### src/common/ssq_pkg.sv
// Constants and types for the SYSREF sync and start-up sequencer
// Function
// RULE1: The host holds the reset input high until supplies are stable, then drives it low.
// RULE2: The host programs the timer period, pulse options and channel settings before restart.
// RULE3: Writing the divider restart bit to 1 then 0 resets dividers and state machines.
// RULE4: A phase realign request aligns all divider phases and sends any initial pulse chain; the code sends no pulse chain on a realign.
// RULE5: The host waits at least six timer periods after a sync request before using phases.
// RULE6: The host proceeds with other devices only once the output-phase status bit reads 1.
// RULE7: A pulse generator request sends a pulse chain on every pulse-mode SYSREF channel; the code gates only those with channel and sync enable set.
// RULE8: A SYSREF-valid flag is high once settings and phases are established, low otherwise.
// RULE9: The host makes receivers ignore SYSREF before clearing SYSREF channel enables.
// RULE10: The host sets channel and sync enable on channels to resync, clears sync elsewhere.
// RULE11: A channel with sync enable cleared keeps running untouched during a sync request.
// RULE12: The host waits twenty timer periods after realign before a pulse generator request.
// RULE13: Channels are grouped in fixed pairs sharing one sync retiming flip-flop.
// RULE14: The host keeps the timer period a submultiple of the lowest output, at most 4 MHz.
// RULE15: The timer sequences enable, reset, start and disable of dividers in whole periods; the code times no disable step.
// RULE16: The host issues no new request until SYSREF-valid shows the last one complete.
`default_nettype none
package ssq_pkg;
    localparam int NUM_CH     = 14;
    localparam int NUM_PAIRS  = 7;
    localparam int PER_W      = 12;
    localparam int PULSE_W    = 4;

    // Status register, read only
    localparam logic [7:0] SYNC_STATUS_FLAGS_ADDR = 8'h7d;
    localparam int         STAT_PHASE_OK_BIT      = 1;
    localparam int         STAT_VALID_BIT         = 2;
    localparam int         STAT_BUSY_BIT          = 3;
    localparam logic [7:0] STATUS_RESET           = 8'h00;

    // Timer periods spent in the settle phase and in each enable, reset and start step
    localparam logic [3:0] SETTLE_PERIODS = 4'h6;
    localparam logic [3:0] STEP_PERIODS   = 4'h1;

    typedef enum logic [7:0] {
        SSQ_IDLE    = 8'b0000_0001,
        SSQ_RESTART = 8'b0000_0010,
        SSQ_ENABLE  = 8'b0000_0100,
        SSQ_RESET   = 8'b0000_1000,
        SSQ_START   = 8'b0001_0000,
        SSQ_SETTLE  = 8'b0010_0000,
        SSQ_PULSE   = 8'b0100_0000,
        SSQ_DONE    = 8'b1000_0000
    } ssq_state_t;

    // Per-channel configuration written by the host
    typedef struct packed {
        logic [NUM_CH-1:0] chan_enable;
        logic [NUM_CH-1:0] sync_enable;
        logic [NUM_CH-1:0] pulse_mode;
    } ssq_chan_cfg_t;

    // Per-channel divider controls
    typedef struct packed {
        logic [NUM_CH-1:0] div_enable;
        logic [NUM_CH-1:0] div_reset;
        logic [NUM_CH-1:0] pulse_gate;
    } ssq_chan_ctl_t;
endpackage
`default_nettype wire

### src/design/ssq_sequencer.sv
// SYSREF timer, sync and pulse generator sequencer with valid flag
`default_nettype none
module ssq_sequencer (
    // Clock and reset
    input  wire logic                    clk_sys,
    input  wire logic                    srst,
    // Host control bits
    input  wire logic                    divider_restart_bit,
    input  wire logic                    phase_realign_req,
    input  wire logic                    pulse_gen_req,
    input  wire logic [ssq_pkg::PER_W-1:0]   sysref_period_count,
    input  wire logic [ssq_pkg::PULSE_W-1:0] pulse_count,
    input  wire logic                    gpo_select_valid,
    input  wire ssq_pkg::ssq_chan_cfg_t  chan_cfg,
    // Divider controls
    output ssq_pkg::ssq_chan_ctl_t       chan_ctl,
    // Status
    output logic                         sysref_valid,
    output logic                         general_output_pin,
    output logic [7:0]                   sync_status_flags
);
    import ssq_pkg::*;

    ssq_state_t        state;
    ssq_state_t        next_state;
    logic [PER_W-1:0]  tmr;
    logic [3:0]        periods;
    logic              realign_q;
    logic              pulse_q;
    logic              pulse_seq;
    logic              phase_ok;
    logic [NUM_PAIRS-1:0] pair_sync;

    // Rest states accept a new request; everything else counts as busy
    function automatic logic is_rest(input ssq_state_t s);
        return (s == SSQ_IDLE) || (s == SSQ_DONE);
    endfunction

    // Packs the status flags at their fixed bit positions, spare bits zero
    function automatic logic [7:0] status_word(
        input logic phase_good,
        input logic valid,
        input logic busy
    );
        logic [7:0] w;
        w = STATUS_RESET;
        w[STAT_PHASE_OK_BIT] = phase_good;
        w[STAT_VALID_BIT]    = valid;
        w[STAT_BUSY_BIT]     = busy;
        return w;
    endfunction

    wire logic [PER_W-1:0] per_last   = (sysref_period_count == '0) ? '0
                                      : sysref_period_count - 12'h001;
    wire logic tick         = (tmr == per_last);
    wire logic realign_rise = phase_realign_req & ~realign_q;
    wire logic pulse_rise   = pulse_gen_req & ~pulse_q;
    wire logic can_accept   = is_rest(state);
    wire logic [3:0] need   = (state == SSQ_SETTLE) ? SETTLE_PERIODS
                            : (state == SSQ_PULSE)  ? pulse_count
                            : STEP_PERIODS;
    wire logic step_done    = tick && (periods + 4'h1 >= need);
    wire logic [NUM_CH-1:0] sync_set = chan_cfg.chan_enable & chan_cfg.sync_enable;
    wire logic [NUM_CH-1:0] pulse_set = sync_set & chan_cfg.pulse_mode;

    // One retime flop per clock group, shared by both channels of the pair
    genvar g;
    generate
        for (g = 0; g < NUM_PAIRS; g++) begin : g_pair
            always_ff @(posedge clk_sys) begin
                if (srst) begin
                    pair_sync[g] <= 1'b0;
                end else begin
                    pair_sync[g] <= (state == SSQ_RESET); // RULE13
                end
            end
        end
    endgenerate

    wire logic [NUM_CH-1:0] ch_sync;
    generate
        for (g = 0; g < NUM_CH; g++) begin : g_ch
            assign ch_sync[g] = pair_sync[g/2]; // RULE13
        end
    endgenerate

    always_comb begin
        next_state = state;
        unique case (state)
            SSQ_IDLE, SSQ_DONE: begin
                if (realign_rise) begin
                    next_state = SSQ_ENABLE; // RULE4
                end else if (pulse_rise) begin
                    next_state = SSQ_ENABLE; // RULE7
                end
            end
            SSQ_RESTART: next_state = SSQ_IDLE;
            SSQ_ENABLE:  if (step_done) next_state = SSQ_RESET; // RULE15
            SSQ_RESET:   if (step_done) next_state = SSQ_START; // RULE15
            SSQ_START:   if (step_done) next_state = pulse_seq ? SSQ_PULSE : SSQ_SETTLE;
            SSQ_PULSE:   if (step_done || pulse_count == 4'h0) next_state = SSQ_SETTLE;
            SSQ_SETTLE:  if (step_done) next_state = SSQ_DONE;
            default:     next_state = SSQ_IDLE;
        endcase
        // Restart bit overrides any sequence in flight
        if (divider_restart_bit) begin
            next_state = SSQ_RESTART; // RULE3
        end
    end

    always_ff @(posedge clk_sys) begin
        if (srst) begin
            state     <= SSQ_IDLE;
            realign_q <= 1'b0;
            pulse_q   <= 1'b0;
        end else begin
            state     <= next_state;
            realign_q <= phase_realign_req;
            pulse_q   <= pulse_gen_req;
        end
    end

    // Period timer restarts on every state change so phases last whole periods
    always_ff @(posedge clk_sys) begin
        if (srst || state != next_state) begin
            tmr     <= '0;
            periods <= '0;
        end else if (tick) begin
            tmr     <= '0; // RULE15
            periods <= periods + 4'h1;
        end else begin
            tmr     <= tmr + 12'h001;
        end
    end

    always_ff @(posedge clk_sys) begin
        if (srst) begin
            pulse_seq <= 1'b0;
        end else if (can_accept && !divider_restart_bit) begin
            pulse_seq <= ~realign_rise & pulse_rise;
        end
    end

    // Phases are good only after a full realign has settled; restart drops them
    wire logic phase_ok_set  = (state == SSQ_SETTLE) && step_done && !pulse_seq;
    wire logic next_phase_ok = divider_restart_bit ? 1'b0 : (phase_ok | phase_ok_set);

    always_ff @(posedge clk_sys) begin
        if (srst) begin
            phase_ok <= 1'b0;
        end else begin
            phase_ok <= next_phase_ok; // RULE4
        end
    end

    // Valid lands on the same edge as DONE, so status shows next values
    wire logic valid_now  = (next_state == SSQ_DONE)
                          && (phase_ok || state == SSQ_SETTLE);
    wire logic busy_now   = ~is_rest(next_state);
    wire logic in_restart = (state == SSQ_RESTART);
    wire logic in_pulse   = (state == SSQ_PULSE);

    // Outside a restart, masked channels keep running; only synced ones are touched
    wire logic [NUM_CH-1:0] next_div_enable = in_restart ? '0 : chan_cfg.chan_enable;
    wire logic [NUM_CH-1:0] next_div_reset  = in_restart ? {NUM_CH{1'b1}}
                                            : (ch_sync & sync_set);
    wire logic [NUM_CH-1:0] next_pulse_gate = in_pulse ? pulse_set : '0;
    wire logic [7:0]        next_status     = status_word(next_phase_ok, valid_now, busy_now);

    always_ff @(posedge clk_sys) begin
        if (srst) begin
            chan_ctl.div_enable <= '0;
        end else begin
            chan_ctl.div_enable <= next_div_enable; // RULE11
        end
    end

    always_ff @(posedge clk_sys) begin
        if (srst) begin
            chan_ctl.div_reset <= '0;
        end else begin
            chan_ctl.div_reset <= next_div_reset; // RULE3 RULE11
        end
    end

    always_ff @(posedge clk_sys) begin
        if (srst) begin
            chan_ctl.pulse_gate <= '0;
        end else begin
            chan_ctl.pulse_gate <= next_pulse_gate; // RULE7
        end
    end

    always_ff @(posedge clk_sys) begin
        if (srst) begin
            sysref_valid <= 1'b0;
        end else begin
            sysref_valid <= valid_now; // RULE8
        end
    end

    always_ff @(posedge clk_sys) begin
        if (srst) begin
            general_output_pin <= 1'b0;
        end else begin
            general_output_pin <= gpo_select_valid & valid_now; // RULE8
        end
    end

    always_ff @(posedge clk_sys) begin
        if (srst) begin
            sync_status_flags <= STATUS_RESET;
        end else begin
            sync_status_flags <= next_status; // RULE8
        end
    end
endmodule
`default_nettype wire

### config.mk
export PLATFORM = sky130hd
export DESIGN_NAME = ssq_sequencer
export DESIGN_NICKNAME = d
export VERILOG_FILES = /design/src/common/ssq_pkg.sv /design/src/design/ssq_sequencer.sv
export SDC_FILE = /design/constraint.sdc
export NUM_CORES = 1
export LEC_CHECK = 0
export BUFFER_PORTS_ARGS = -buffer_cell sky130_fd_sc_hd__buf_2
export CAP_MARGIN = 20
export CORE_AREA = 10 10 82 112
export DETAILED_ROUTE_END_ITERATION = 8
export DIE_AREA = 0 0 92 122
export HOLD_SLACK_MARGIN = 0.06
export PLACE_DENSITY = 0.79
export SKIP_CTS_REPAIR_TIMING = 1
export SYNTH_ARGS = -nofsm -noshare
export SYNTH_HDL_FRONTEND = slang
export SYNTH_SLANG_ARGS = --single-unit
### constraint.sdc
create_clock -name clk_sys -period 5.2 [get_ports clk_sys]
set_clock_uncertainty 0.2 [all_clocks]
set_input_delay 1.3 -clock clk_sys [delete_from_list [all_inputs] [get_ports clk_sys]]
set_output_delay 1.3 -clock clk_sys [all_outputs]
set_load 0.03 [all_outputs]
---- Word-level counts from Yosys, hierarchy flattened ----
Index checks and enable logic that the tools add are counted.
word-level totals
  bits in registers ....................... 81
  latch bits .............................. 0
  bits in writable memories ............... 0
  ROM bits ................................ 0
  input bits .............................. 64
  word-level logic and storage cells ...... 77
  memories kept ........................... 0
cells by class
  add/sub/neg operators ................... 3
  multipliers ............................. 0
  divide/modulo/power cells ............... 0
  $lt $le $gt $ge ......................... 1
  equality and inequality tests ........... 12
  shifts and indexed selects .............. 0
  mux-type cells .......................... 15
  bitwise gates (word level) .............. 13
  reductions and logical operators ........ 18
operators with widths
  cell                                                 number
  2-to-1 mux 8 bit                                     8
  case mux 8 bit (6 select lines)                      1
  bitwise AND 14 bit                                   3
  == test 8 x 1 -> 1 bit (second input constant)       2
  == test 8 bit (second input constant)                2
  2-to-1 mux 14 bit                                    1
  adder 12 x 1 -> 12 bit (second input constant)       1
  == test 12 bit                                       1
  logical NOT 12 bit                                   1
  2-to-1 mux 12 bit                                    1
  subtractor 12 x 1 -> 12 bit (second input constant)  1
  == test 8 x 2 -> 1 bit (second input constant)       1
  == test 8 x 3 -> 1 bit (second input constant)       1
  == test 8 x 4 -> 1 bit (second input constant)       1
  == test 8 x 5 -> 1 bit (second input constant)       1
  == test 8 x 6 -> 1 bit (second input constant)       1
  == test 8 x 7 -> 1 bit (second input constant)       1
  2-to-1 mux 4 bit                                     2
  inequality test 8 bit                                1
  OR reduction 2 bit                                   4
  2-to-1 mux 7 bit                                     1
  logical AND 1 bit                                    5
  logical OR 1 bit                                     5
  inverter 1 bit                                       5
  7 further kinds                                      11

---- Logic depth before layout (Yosys ltp) ----
Gate-level depths: netlist of the first run.
  depth in word-level cells ............... 12
  mapped depth ............................ 16

---- Worst setup path after synthesis of the first run ----
Ideal clock, no wire load.
  kind .................................... input-to-reg
  start point ............................. input port sysref_period_count[4] in the netlist's numbering
  end point ............................... register periods[0]
  library setup time ...................... 127 ps
  arrival ................................. 3872 ps
  data required time ...................... 4873 ps
  setup slack ............................. 1001 ps
  stages on the path ...................... 12
  path through ............................ buf_4 -> or4_1 -> buf_2 -> nor4_4 -> nand2_2 -> a2111oi_0 -> and4_1 -> nand4_1 -> buf_6 -> nor2_2 -> a221o_1 -> nor3_1
on the way
  longest elaborated chain between the ends .. 10
RTL lines
  item                                                               line                                      source
  from (decl)                                                        ssq_sequencer.sv:11                       input wire logic [ssq_pkg::PER_W-1:0] sysref_period_count,
  subtractor 12 x 1 -> 12 bit or logical NOT 12 bit (tied branches)  ssq_sequencer.sv:54, ssq_sequencer.sv:53
  2-to-1 mux 12 bit (*)                                              ssq_sequencer.sv:53                       wire logic [PER_W-1:0] per_last = (sysref_period_count == '0) ? '0
  == test 12 bit (*)                                                 ssq_sequencer.sv:55                       wire logic tick = (tmr == per_last);
  logical AND 1 bit                                                  ssq_sequencer.sv:62                       wire logic step_done = tick && (periods + 4'h1 >= need);
  logical OR 1 bit                                                   ssq_sequencer.sv:101                      SSQ_PULSE: if (step_done || pulse_count == 4'h0) next_state = SSQ_SETTLE;
  2-to-1 mux 8 bit                                                   ssq_sequencer.sv:101
  case mux 8 bit (6 select lines)                                    ssq_sequencer.sv:89                       unique case (state)
  2-to-1 mux 8 bit                                                   ssq_sequencer.sv:106                      if (divider_restart_bit) begin
  inequality test 8 bit                                              ssq_sequencer.sv:125                      if (srst || state != next_state) begin
  logical OR 1 bit                                                   ssq_sequencer.sv:125
  to (signal assigned)                                               ssq_sequencer.sv:130                      periods <= periods + 4'h1;
  to (decl)                                                          ssq_sequencer.sv:27                       logic [3:0] periods;
Every way passes the cells marked *; elsewhere a longest branch is shown, timed or not.
A chain may end at the register's enable or synchronous reset.

---- Worst setup path in the final report of the first run ----
  start point ............................. input port sysref_period_count[3] in the netlist's numbering
  end point ............................... register periods[1]
Same word-level chain as after synthesis.

==> flow_summary.toml, run 1 <==
[place]
place_congestion = 0.861
dpl_cell_area_um2 = 4110
port_buffers = 110
pre_cts_ws_ps = 482
place_inst = 596
dp_hpwl_um = 7460

[cells_and_area]
drive_gt1_share_pct = 26.4
design_area_um2 = 4310
final.fill_count = 650
final_util_pct = 59.7
final_cells = 612
area_growth_pct = 21.7
nets = 581
antenna_cells = 0

[drt]
first_pass_iters = 5
route.vias.total = 3308
viasPerCell = 5.41
wirelength_um = 9300
drt_first_iter_violations = 170
routed_wire_length_per_instance_um = 15.2
postRouteAntennaNets = 0
drc = 0

[pwr]
leakagePower_nw = 1.86
power.share.clock_pct = 39.0
comb_power_share_pct = 11.1
net-switching-power_uw = 319
switching_share_pct = 27.2
report.power.total_mw = 1.18
p_int_uw = 857
p_seq_share_pct = 49.8
max-vdd-ir-drop_v = 0.000181
p_per_area_nw_per_um2 = 273

[die]
io_pins = 116
dieArea_um2 = 11200
core_um2 = 7220
start_util_pct = 49.1
rows = 37
dieWidth_um = 92
dieHeight_um = 122

[hold_path]
hold_class = "register to register"

[clocking]
cts_tree = "yes"
clock_latency_ps = 360
clockBufferDepth = 2
clk_pin_slew_worst_paths_ps = 80
cts_buffers = 9
cts_sinks = 74
clockRootBuffer = "clkbuf_8"
h-tree-depth = 3

[sta]
setup_viol = 0
grt_setup_unrepaired = "false"
max_freq_mhz = 231
slew_headroom_pct = 48.0
drv_slew = 0
finalCritPeriodShare_pct = 83.4
finalSetupTns_ps = 0
worst_hold_slack_ps = 293
tightest_slew_ps = 777
period_needed_ps = 4330
fin_ws_ps = 866
hold_viol = 0

[worst_setup_path]
cp.required_ps = 5240
cp_max_fo = 11
end_kind = "register"
cp-start-kind = "input pin"
crit_type = "input pin to register"
r2r_setup_slack_ps = 1570
crit_arrival_ps = 4370

[grt]
grt_max_degree = 26
antenna_found_initial = 0
grt_pass1_vias = 3383
grt_use_total_pct = 16.4
grt-ovfl-total = 0
grt_pass1_wl_um = 15400

[job]
maxCapViolCount = 0

[synth]
synth-seq-area-share_pct = 41.8
yosys_most_used_dff = "dfxtp_1"
async_reset_ff_share_pct = 0
synth-edff-count = 0
synthCells = 409
ys_ff_latch = 74
yosysWarnings = 0
ys_types = 57
syn_area_per_cell_um2 = 8.67
syn_area_um2 = 3540

[outcome]
status = "finished clean"
==> path summary, 6_finish.rpt <==
check        cells past startpoint                   end                    from
max                             11            periods[1]  sysref_period_count[3]
min                              2  sync_status_flags[1]    sync_status_flags[1]
max reg2reg                     16            periods[1]                state[1]
min reg2reg                      2  sync_status_flags[1]    sync_status_flags[1]
==> layout make-up <==
type | count | area [um^2] | area share (%)
multi-input combinational | 297 | 1870 | 43.4
sequential | 74 | 1480 | 34.3
timing repair buffer | 113 | 573 | 13.3
clock buffer | 9 | 124 | 2.87
tap | 97 | 121 | 2.81
clock inverter | 7 | 85.1 | 1.97
inverter | 15 | 56.3 | 1.31
==> per-layer routing <==
metal,routed length [um],track usage (%),vias to the layer above
li1,-,-,1657
met1,3570,16.1,1513
met2,4860,30.0,122
met3,673,5.60,16
met4,202,8.32,0
met5,0,0,-
==> cells in the final DEF, fill, tap and decap left out, types with 3 or more instances in the layout <==
| cell type | n |
|---|---|
| a21oi_1 | 33 |
| and2_1 | 15 |
| and3_1 | 8 |
| and4_1 | 16 |
| buf_2 | 110 |
| buf_4 | 3 |
| clkbuf_8 | 9 |
| conb_1 | 5 |
| dfxtp_1 | 74 |
| ha_1 | 7 |
| inv_1 | 15 |
| mux2i_1 | 4 |
| nand2_1 | 18 |
| nand2b_1 | 7 |
| nand3_1 | 21 |
| nand4_1 | 4 |
| nor2_1 | 45 |
| nor2b_1 | 6 |
| nor3_1 | 12 |
| nor4_1 | 7 |
| nor4b_1 | 4 |
| o21ai_0 | 7 |
| o22ai_1 | 3 |
| o41ai_1 | 3 |
| or3_1 | 6 |
| or4_1 | 5 |
| xnor2_1 | 15 |
| xor2_1 | 11 |
==> synthesized netlist by cell type, types with 8 or more instances <==
| cell | count | area share [%] |
|---|---|---|
| inv_1 | 15 | 1.6 |
| xnor2_1 | 15 | 3.7 |
| nand2_1 | 18 | 1.9 |
| nor3_1 | 12 | 1.7 |
| and4_1 | 16 | 4.0 |
| dfxtp_1 | 74 | 42 |
| and3_1 | 8 | 1.4 |
| and2_1 | 15 | 2.6 |
| buf_4 | 8 | 1.7 |
| nand3_1 | 21 | 3.0 |
| clkbuf_1 | 15 | 1.6 |
| xor2_1 | 11 | 2.7 |
| a21oi_1 | 33 | 4.7 |
| nor2_1 | 45 | 4.8 |
==> logic make-up after synthesis <==
| family | count (synthesis) | synth area share [%] |
|---|---|---|
| compound gates | 73 | 13.2 |
| xor+xnor | 26 | 6.42 |
| fa+ha+maj | 7 | 2.47 |
| buf+inv | 42 | 5.79 |
| flops | 74 | 41.8 |
| mux | 4 | 1.13 |
| other cells | 1 | 0.106 |
| simple gates | 182 | 29.1 |
==> power by group through the flow <==
stage	logic [mW]	clock network (mW)	registers [mW]
after detailed placement	0.130	0	0.600
after global routing	0.145	0.494	0.588
after CTS	0.131	0.470	0.586
after floorplan	0.0656	0	0.616
after global placement	0.128	0	0.599
final	0.131	0.459	0.586
==> registers in the layout (all words and copies together) (netlist names) <==
name,cells
state,8
chan_ctl,42
pulse_seq,1
periods,4
realign_q,1
pulse_q,1
tmr,12
ch_sync,1
sync_status_flags,3
general_output_pin,1
==> critical path, stage by stage <==
cell and delay (ps):
buf_2 150, or4_1 690, nor4_4 530, nand2_2 70, a2111oi_0 460, and4_1 280, nand4_1 90, buf_4 210
o21ai_0 250, a221o_1 270, nor3_1 80
No activity file was read; power rests on OpenSTA's default activity.
==> run 2: changes to the inputs <==
--- a/config.mk
+++ b/config.mk
@@ -5,13 +5,14 @@
 export SDC_FILE = /design/constraint.sdc
 export NUM_CORES = 1
 export LEC_CHECK = 0
+export ABC_AREA = 1
 export BUFFER_PORTS_ARGS = -buffer_cell sky130_fd_sc_hd__buf_2
 export CAP_MARGIN = 20
-export CORE_AREA = 10 10 82 112
+export CORE_AREA = 10 10 90 124
 export DETAILED_ROUTE_END_ITERATION = 8
-export DIE_AREA = 0 0 92 122
+export DIE_AREA = 0 0 100 134
 export HOLD_SLACK_MARGIN = 0.06
-export PLACE_DENSITY = 0.79
+export PLACE_DENSITY = 0.74
 export SKIP_CTS_REPAIR_TIMING = 1
 export SYNTH_ARGS = -nofsm -noshare
 export SYNTH_HDL_FRONTEND = slang
==> constraint.sdc (replaced) <==
create_clock -name clk_sys -period 3.9 [get_ports clk_sys]
set_clock_uncertainty 0.2 [all_clocks]
set_input_delay 0.975 -clock clk_sys [delete_from_list [all_inputs] [get_ports clk_sys]]
set_output_delay 0.975 -clock clk_sys [all_outputs]
set_load 0.03 [all_outputs]
==> run 2 against run 1 <==
Effect of this change:
- core utilization fell by 2.9 points
- non-clock buffer count rose by 6
- die area rose by 19%
- largest cell class unchanged
==> flow_summary.toml, run 2 <==
[clocking]
h-tree-depth = 3
clk_pin_slew_worst_paths_ps = 60
cts_tree = "yes"
cts_buffers = 9
clock_latency_ps = 330
cts_sinks = 74
clockBufferDepth = 2
clockRootBuffer = "clkbuf_16"

[place]
place_congestion = 1.00
pre_cts_ws_ps = 62.2
dp_hpwl_um = 9510
port_buffers = 110

[cells_and_area]
antenna_cells = 0
top_register = "chan_ctl"
reg_top3 = "chan_ctl x42, tmr x12, state x8"
nets = 768
final_util_pct = 56.9
area_growth_pct = 24.2
drive_gt1_share_pct = 27.4
mostFrequentLayoutCell = "nand2_1"
mostFrequentLayoutCells = "nand2_1 (120), buf_2 (110), nor2_1 (87)"
largest_reg_flops = 42

[synth]
syn_area_um2 = 4060
yosysMostFrequentCell = "nand2_1"
synthCells = 581
synth-seq-area-share_pct = 36.5
async_reset_ff_share_pct = 0
synth.top_cells.by_count = "nand2_1 (120), nor2_1 (90), dfxtp_1 (74)"
ys_ff_latch = 74
synth.largest_area_cell = "dfxtp_1"
syn_area_per_cell_um2 = 6.99
synth_top_area_share_pct = 36.5
ys_top_cells_by_area = "dfxtp_1 (36%), nand2_1 (11%), nand3_1 (8.6%)"
yosysWarnings = 0
ys_types = 40
yosys_most_used_dff = "dfxtp_1"
synth-edff-count = 0

[sta]
slew_headroom_pct = 60.9
setup_viol = 0
fin_ws_ps = 289
drv_slew = 0
period_needed_ps = 3610
hold_viol = 0
finalCritPeriodShare_pct = 92.6
tightest_slew_ps = 581
max_freq_mhz = 277

[grt]
antenna_found_initial = 0
grt_pass1_wl_um = 19000
grt-ovfl-total = 0
grt_max_degree = 30
grt_pass1_vias = 4213
grt_use_total_pct = 17.1

[die]
rows = 41
dieWidth_um = 100
io_pins = 116
start_util_pct = 45.8
dieHeight_um = 134
core_um2 = 8870
dieArea_um2 = 13400

[pwr]
max-vdd-ir-drop_v = 0.000379
p_per_area_nw_per_um2 = 366
leakagePower_nw = 2.52

[worst_setup_path]
cp_max_fo = 12
cp-start-kind = "register"
critPathBufInv = 5
slowest_stage = "dfxtp_1"
crit_arrival_ps = 3680
r2r_start = "state[2]"
r2r-end = "tmr[0]"
startpoint = "state[2]"
slowest_delay_ps = 350
r2r_cells = 25
end_kind = "register"
r2r_setup_slack_ps = 290
critPathTopFamily = "simple AND/OR/NAND/NOR gates"
crit_type = "register to register"
cp.required_ps = 3970
cp.depth = 25
critPathCapture = "tmr[0]"
crit_top_cell = "nand2_1"

[drt]
routed_wire_length_per_instance_um = 14.4
postRouteAntennaNets = 0
wirelength_um = 11600
route.vias.total = 4132
drc = 0
first_pass_iters = 4
drt_first_iter_violations = 140
viasPerCell = 5.11

[hold_path]
hold_class = "register to register"

[job]
maxCapViolCount = 0

[outcome]
status = "finished clean"
==> run 2: per-stage QoR <==
step	setup TNS, ps	hold WS, ps	cells	total power [mW]	area, um^2
2_1_floorplan	0	252	585	0.946	4080
6_report	0	327	809	1.85	5050
3_5_place_dp	0	317	792	1.03	4700
4_1_cts	0	331	808	1.86	5010
5_1_grt	-18.7	371	809	1.92	5050
3_3_place_gp	0	307	792	1.02	4700
==> run 2: worst reg2reg max path: stages (launching register included) <==
cell and delay (ps):
dfxtp_1 350, nor2_2 160, inv_1 100, nor2_4 130
inv_1 100, nor4_4 290, a21oi_1 110, ha_1 320
inv_1 70, nor2_1 30, o21ai_0 160, nand2_1 90
a31oi_2 200, inv_2 120, nand3_4 150, nand2_1 70
nand2_1 60, nand2_1 40, nand2_1 50, nand2_1 60
nand3_1 120, nand2_1 80, nor2_2 120, nand4_2 80
buf_4 200, nor2_1 90
==> run 2: logic make-up (layout without fill, tap and decap cells) <==
| logic type | after synthesis | after routing | synth area share, % |
|---|---|---|---|
| and+or+nand+nor | 351 | 351 | 42.2 |
| buffers and inverters | 93 | 210 | 9.98 |
| DFF | 74 | 74 | 36.5 |
| AOI/OAI and AO/OA | 37 | 37 | 5.17 |
| xor gates and xnor gates | 15 | 15 | 3.23 |
| adders and majority gates | 7 | 7 | 2.16 |
| muxes | 3 | 3 | 0.739 |
| other | 1 | 5 | 0.0923 |
==> run 2: worst min-delay path by stage <==
stage	startpoint	endpoint	slack (ps)	cells after the start
3_5_place_dp	tmr[0]	tmr[0]	320	1
3_3_place_gp	tmr[0]	tmr[0]	310	1
6_report	tmr[0]	tmr[0]	330	1
4_1_cts	tmr[0]	tmr[0]	330	1
2_1_floorplan	tmr[0]	tmr[0]	250	1
5_1_grt	periods[2]	periods[2]	370	2
==> run 2: report_power, final <==
part           total [mW]  switching (mW)  leakage [nW]  internal [mW]
Clock               0.835           0.316         0.150          0.519
Combinational       0.231           0.153          1.77         0.0777
Sequential          0.781         0.00750         0.602          0.773
Total                1.85           0.477          2.52           1.37
==> run 2: layer usage <==
metal / share of wire, % / global-route usage (%) / vias up / wire [um]
met5: 0 / 0 / - / 0
met4: 3.6 / 9.69 / 0 / 420
met3: 5.5 / 4.99 / 30 / 644
met2: 54 / 31.8 / 112 / 6340
met1: 36 / 16.0 / 1909 / 4240
li1: - / - / 2081 / -
==> run 2: final cells by class <==
type | instances | area [um^2]
clock buffers | 10 | 239
clock inverters | 6 | 72.6
fillers | 846 | 3830
inverters | 75 | 282
multi-input cells | 418 | 2220
flip-flops and latches | 74 | 1480
well taps | 107 | 134
repair buffers | 119 | 618
==> run 3: changes to the inputs <==
--- a/config.mk
+++ b/config.mk
@@ -8,11 +8,11 @@
 export ABC_AREA = 1
 export BUFFER_PORTS_ARGS = -buffer_cell sky130_fd_sc_hd__buf_2
 export CAP_MARGIN = 20
-export CORE_AREA = 10 10 90 124
+export CORE_AREA = 10 10 86 118
 export DETAILED_ROUTE_END_ITERATION = 8
-export DIE_AREA = 0 0 100 134
+export DIE_AREA = 0 0 96 128
 export HOLD_SLACK_MARGIN = 0.06
-export PLACE_DENSITY = 0.74
+export PLACE_DENSITY = 0.78
 export SKIP_CTS_REPAIR_TIMING = 1
 export SYNTH_ARGS = -nofsm -noshare
 export SYNTH_HDL_FRONTEND = slang
==> constraint.sdc (replaced) <==
create_clock -name clk_sys -period 4.1 [get_ports clk_sys]
set_clock_uncertainty 0.2 [all_clocks]
set_input_delay 1.025 -clock clk_sys [delete_from_list [all_inputs] [get_ports clk_sys]]
set_output_delay 1.025 -clock clk_sys [all_outputs]
set_load 0.03 [all_outputs]
==> run 3 against run 2 <==
Effect of this change:
- global-route usage increased by 1.6 points
- clock power shrank 13%
- setup slack improved by 32 ps
- first-iteration DRC count rose by 58%
- critical path depth fell by 2
- critical path type unchanged
- highest routed layer unchanged
==> flow_summary.toml, run 3 (synthesized netlist as in run 2, its figures left out) <==
[place]
dp_hpwl_um = 9270
place_inst = 783
pre_cts_ws_ps = 131
place_congestion = 0.956
port_buffers = 110
dpl_cell_area_um2 = 4660

[clocking]
clock_latency_ps = 330
cts_buffers = 9
clk_pin_slew_worst_paths_ps = 60
h-tree-depth = 3
cts_sinks = 74
clockRootBuffer = "clkbuf_16"
cts_tree = "yes"
clockBufferDepth = 2

[die]
dieHeight_um = 128
dieArea_um2 = 12300
start_util_pct = 50.8
io_pins = 116
rows = 39
dieWidth_um = 96
core_um2 = 8000

[cells_and_area]
design_area_um2 = 4950
final_util_pct = 61.9
antenna_cells = 0
multi_input_area_um2 = 2200
drive_gt1_share_pct = 26.3
area_growth_pct = 21.9
largest_reg_flops = 42
nets = 763
reg_top3 = "chan_ctl x42, tmr x12, state x8"
layout.area.seq_um2 = 1480
mostFrequentLayoutCells = "nand2_1 (120), buf_2 (110), nor2_1 (89)"
final.fill_count = 731
top_register = "chan_ctl"
mostFrequentLayoutCell = "nand2_1"
final_cells = 799

[worst_setup_path]
end_kind = "register"
cp.required_ps = 4170
critPathBufInv = 5
critPathTopFamily = "simple AND/OR/NAND/NOR gates"
r2r_start = "state[1]"
slowest_stage = "dfxtp_1"
r2r-end = "tmr[0]"
worstPathCellList = "nor2_1 -> inv_1 -> nor2_2 -> inv_1 -> nor4_4 -> a21oi_1 -> ha_1 -> inv_1 -> nor2_1 -> o21ai_0 -> nand2_1 -> a31oi_1 -> inv_1 -> nand3_4 -> nand3_2 -> nand2_1 -> nand2_1 -> nand2_1 -> nand3_2 -> nor2_4 -> nand4_2 -> buf_4 -> nor2_1"
cp_max_fo = 12
cp-start-kind = "register"
crit_type = "register to register"
slowest_delay_ps = 350
r2r_cells = 23
crit_arrival_ps = 3850
r2r_setup_slack_ps = 320

[sta]
hold_viol = 0
finalSetupTns_ps = 0
max_freq_mhz = 265
fin_ws_ps = 321
grt_setup_unrepaired = "false"
drv_slew = 0
slew_headroom_pct = 52.5
period_needed_ps = 3780
worst_hold_slack_ps = 331
finalCritPeriodShare_pct = 92.2
setup_viol = 0
tightest_slew_ps = 710

[outcome]
status = "finished clean"

[drt]
wirelength_um = 11700
drc = 0
viasPerCell = 5.09
first_pass_iters = 5
drt_first_iter_violations = 221
postRouteAntennaNets = 0
route.vias.total = 4064
routed_wire_length_per_instance_um = 14.6

[hold_path]
hold_depth = 2
min_to = "periods[3]"
min-delay-start = "periods[3]"
hold_class = "register to register"

[grt]
grt-ovfl-total = 0
grt_use_total_pct = 18.8
grt_pass1_vias = 4080
antenna_found_initial = 0
grt_max_degree = 30
grt_pass1_wl_um = 18400

[pwr]
max-vdd-ir-drop_v = 0.000364
report.power.total_mw = 1.69
p_int_mw = 1.23
p_seq_share_pct = 44.1
leakagePower_nw = 2.49
p_per_area_nw_per_um2 = 340
switching_share_pct = 26.8
net-switching-power_uw = 452
comb_power_share_pct = 12.9
power.share.clock_pct = 43.0

[job]
maxCapViolCount = 0
-- run 3: power groups by stage --
stage | combinational [mW] | sequential (mW) | clock (mW)
after floorplan | 0.117 | 0.783 | 0
after global placement | 0.211 | 0.758 | 0
after detailed placement | 0.216 | 0.759 | 0
after CTS | 0.217 | 0.743 | 0.737
after global routing | 0.241 | 0.744 | 0.765
final | 0.218 | 0.743 | 0.724
-- run 3: how the worst max path moves through the flow --
stage / startpoint / end / depth (start not counted)
after floorplan: sysref_period_count[0] / tmr[6] / 21
after global placement: sysref_period_count[0] / tmr[0] / 21
after detailed placement: sysref_period_count[0] / tmr[0] / 22
after CTS: state[3] / tmr[0] / 22
after global routing: state[3] / tmr[0] / 23
final: state[1] / tmr[0] / 23
-- run 3: cell type report --
class | instances | share of cell area [%]
clock inverters | 6 | 0.833
repair buffers | 114 | 11.7
flip-flops and latches | 74 | 29.9
well taps | 102 | 2.58
multi-input cells | 418 | 44.5
clock buffers | 10 | 4.82
inverters | 75 | 5.68
-- run 3: tightest hold or removal path, delay by kind of cell, from the launching register on --
family | cells | cell delay (ps)
and+or+nand+nor | 1 | 90
DFF | 1 | 340
muxes | 1 | 70
-- run 3: routing by layer --
metal	share of wire, %	GRT usage, %
met1	37	18.4
met2	53	32.9
met3	6.6	6.27
met4	3.8	10.8
met5	0	0
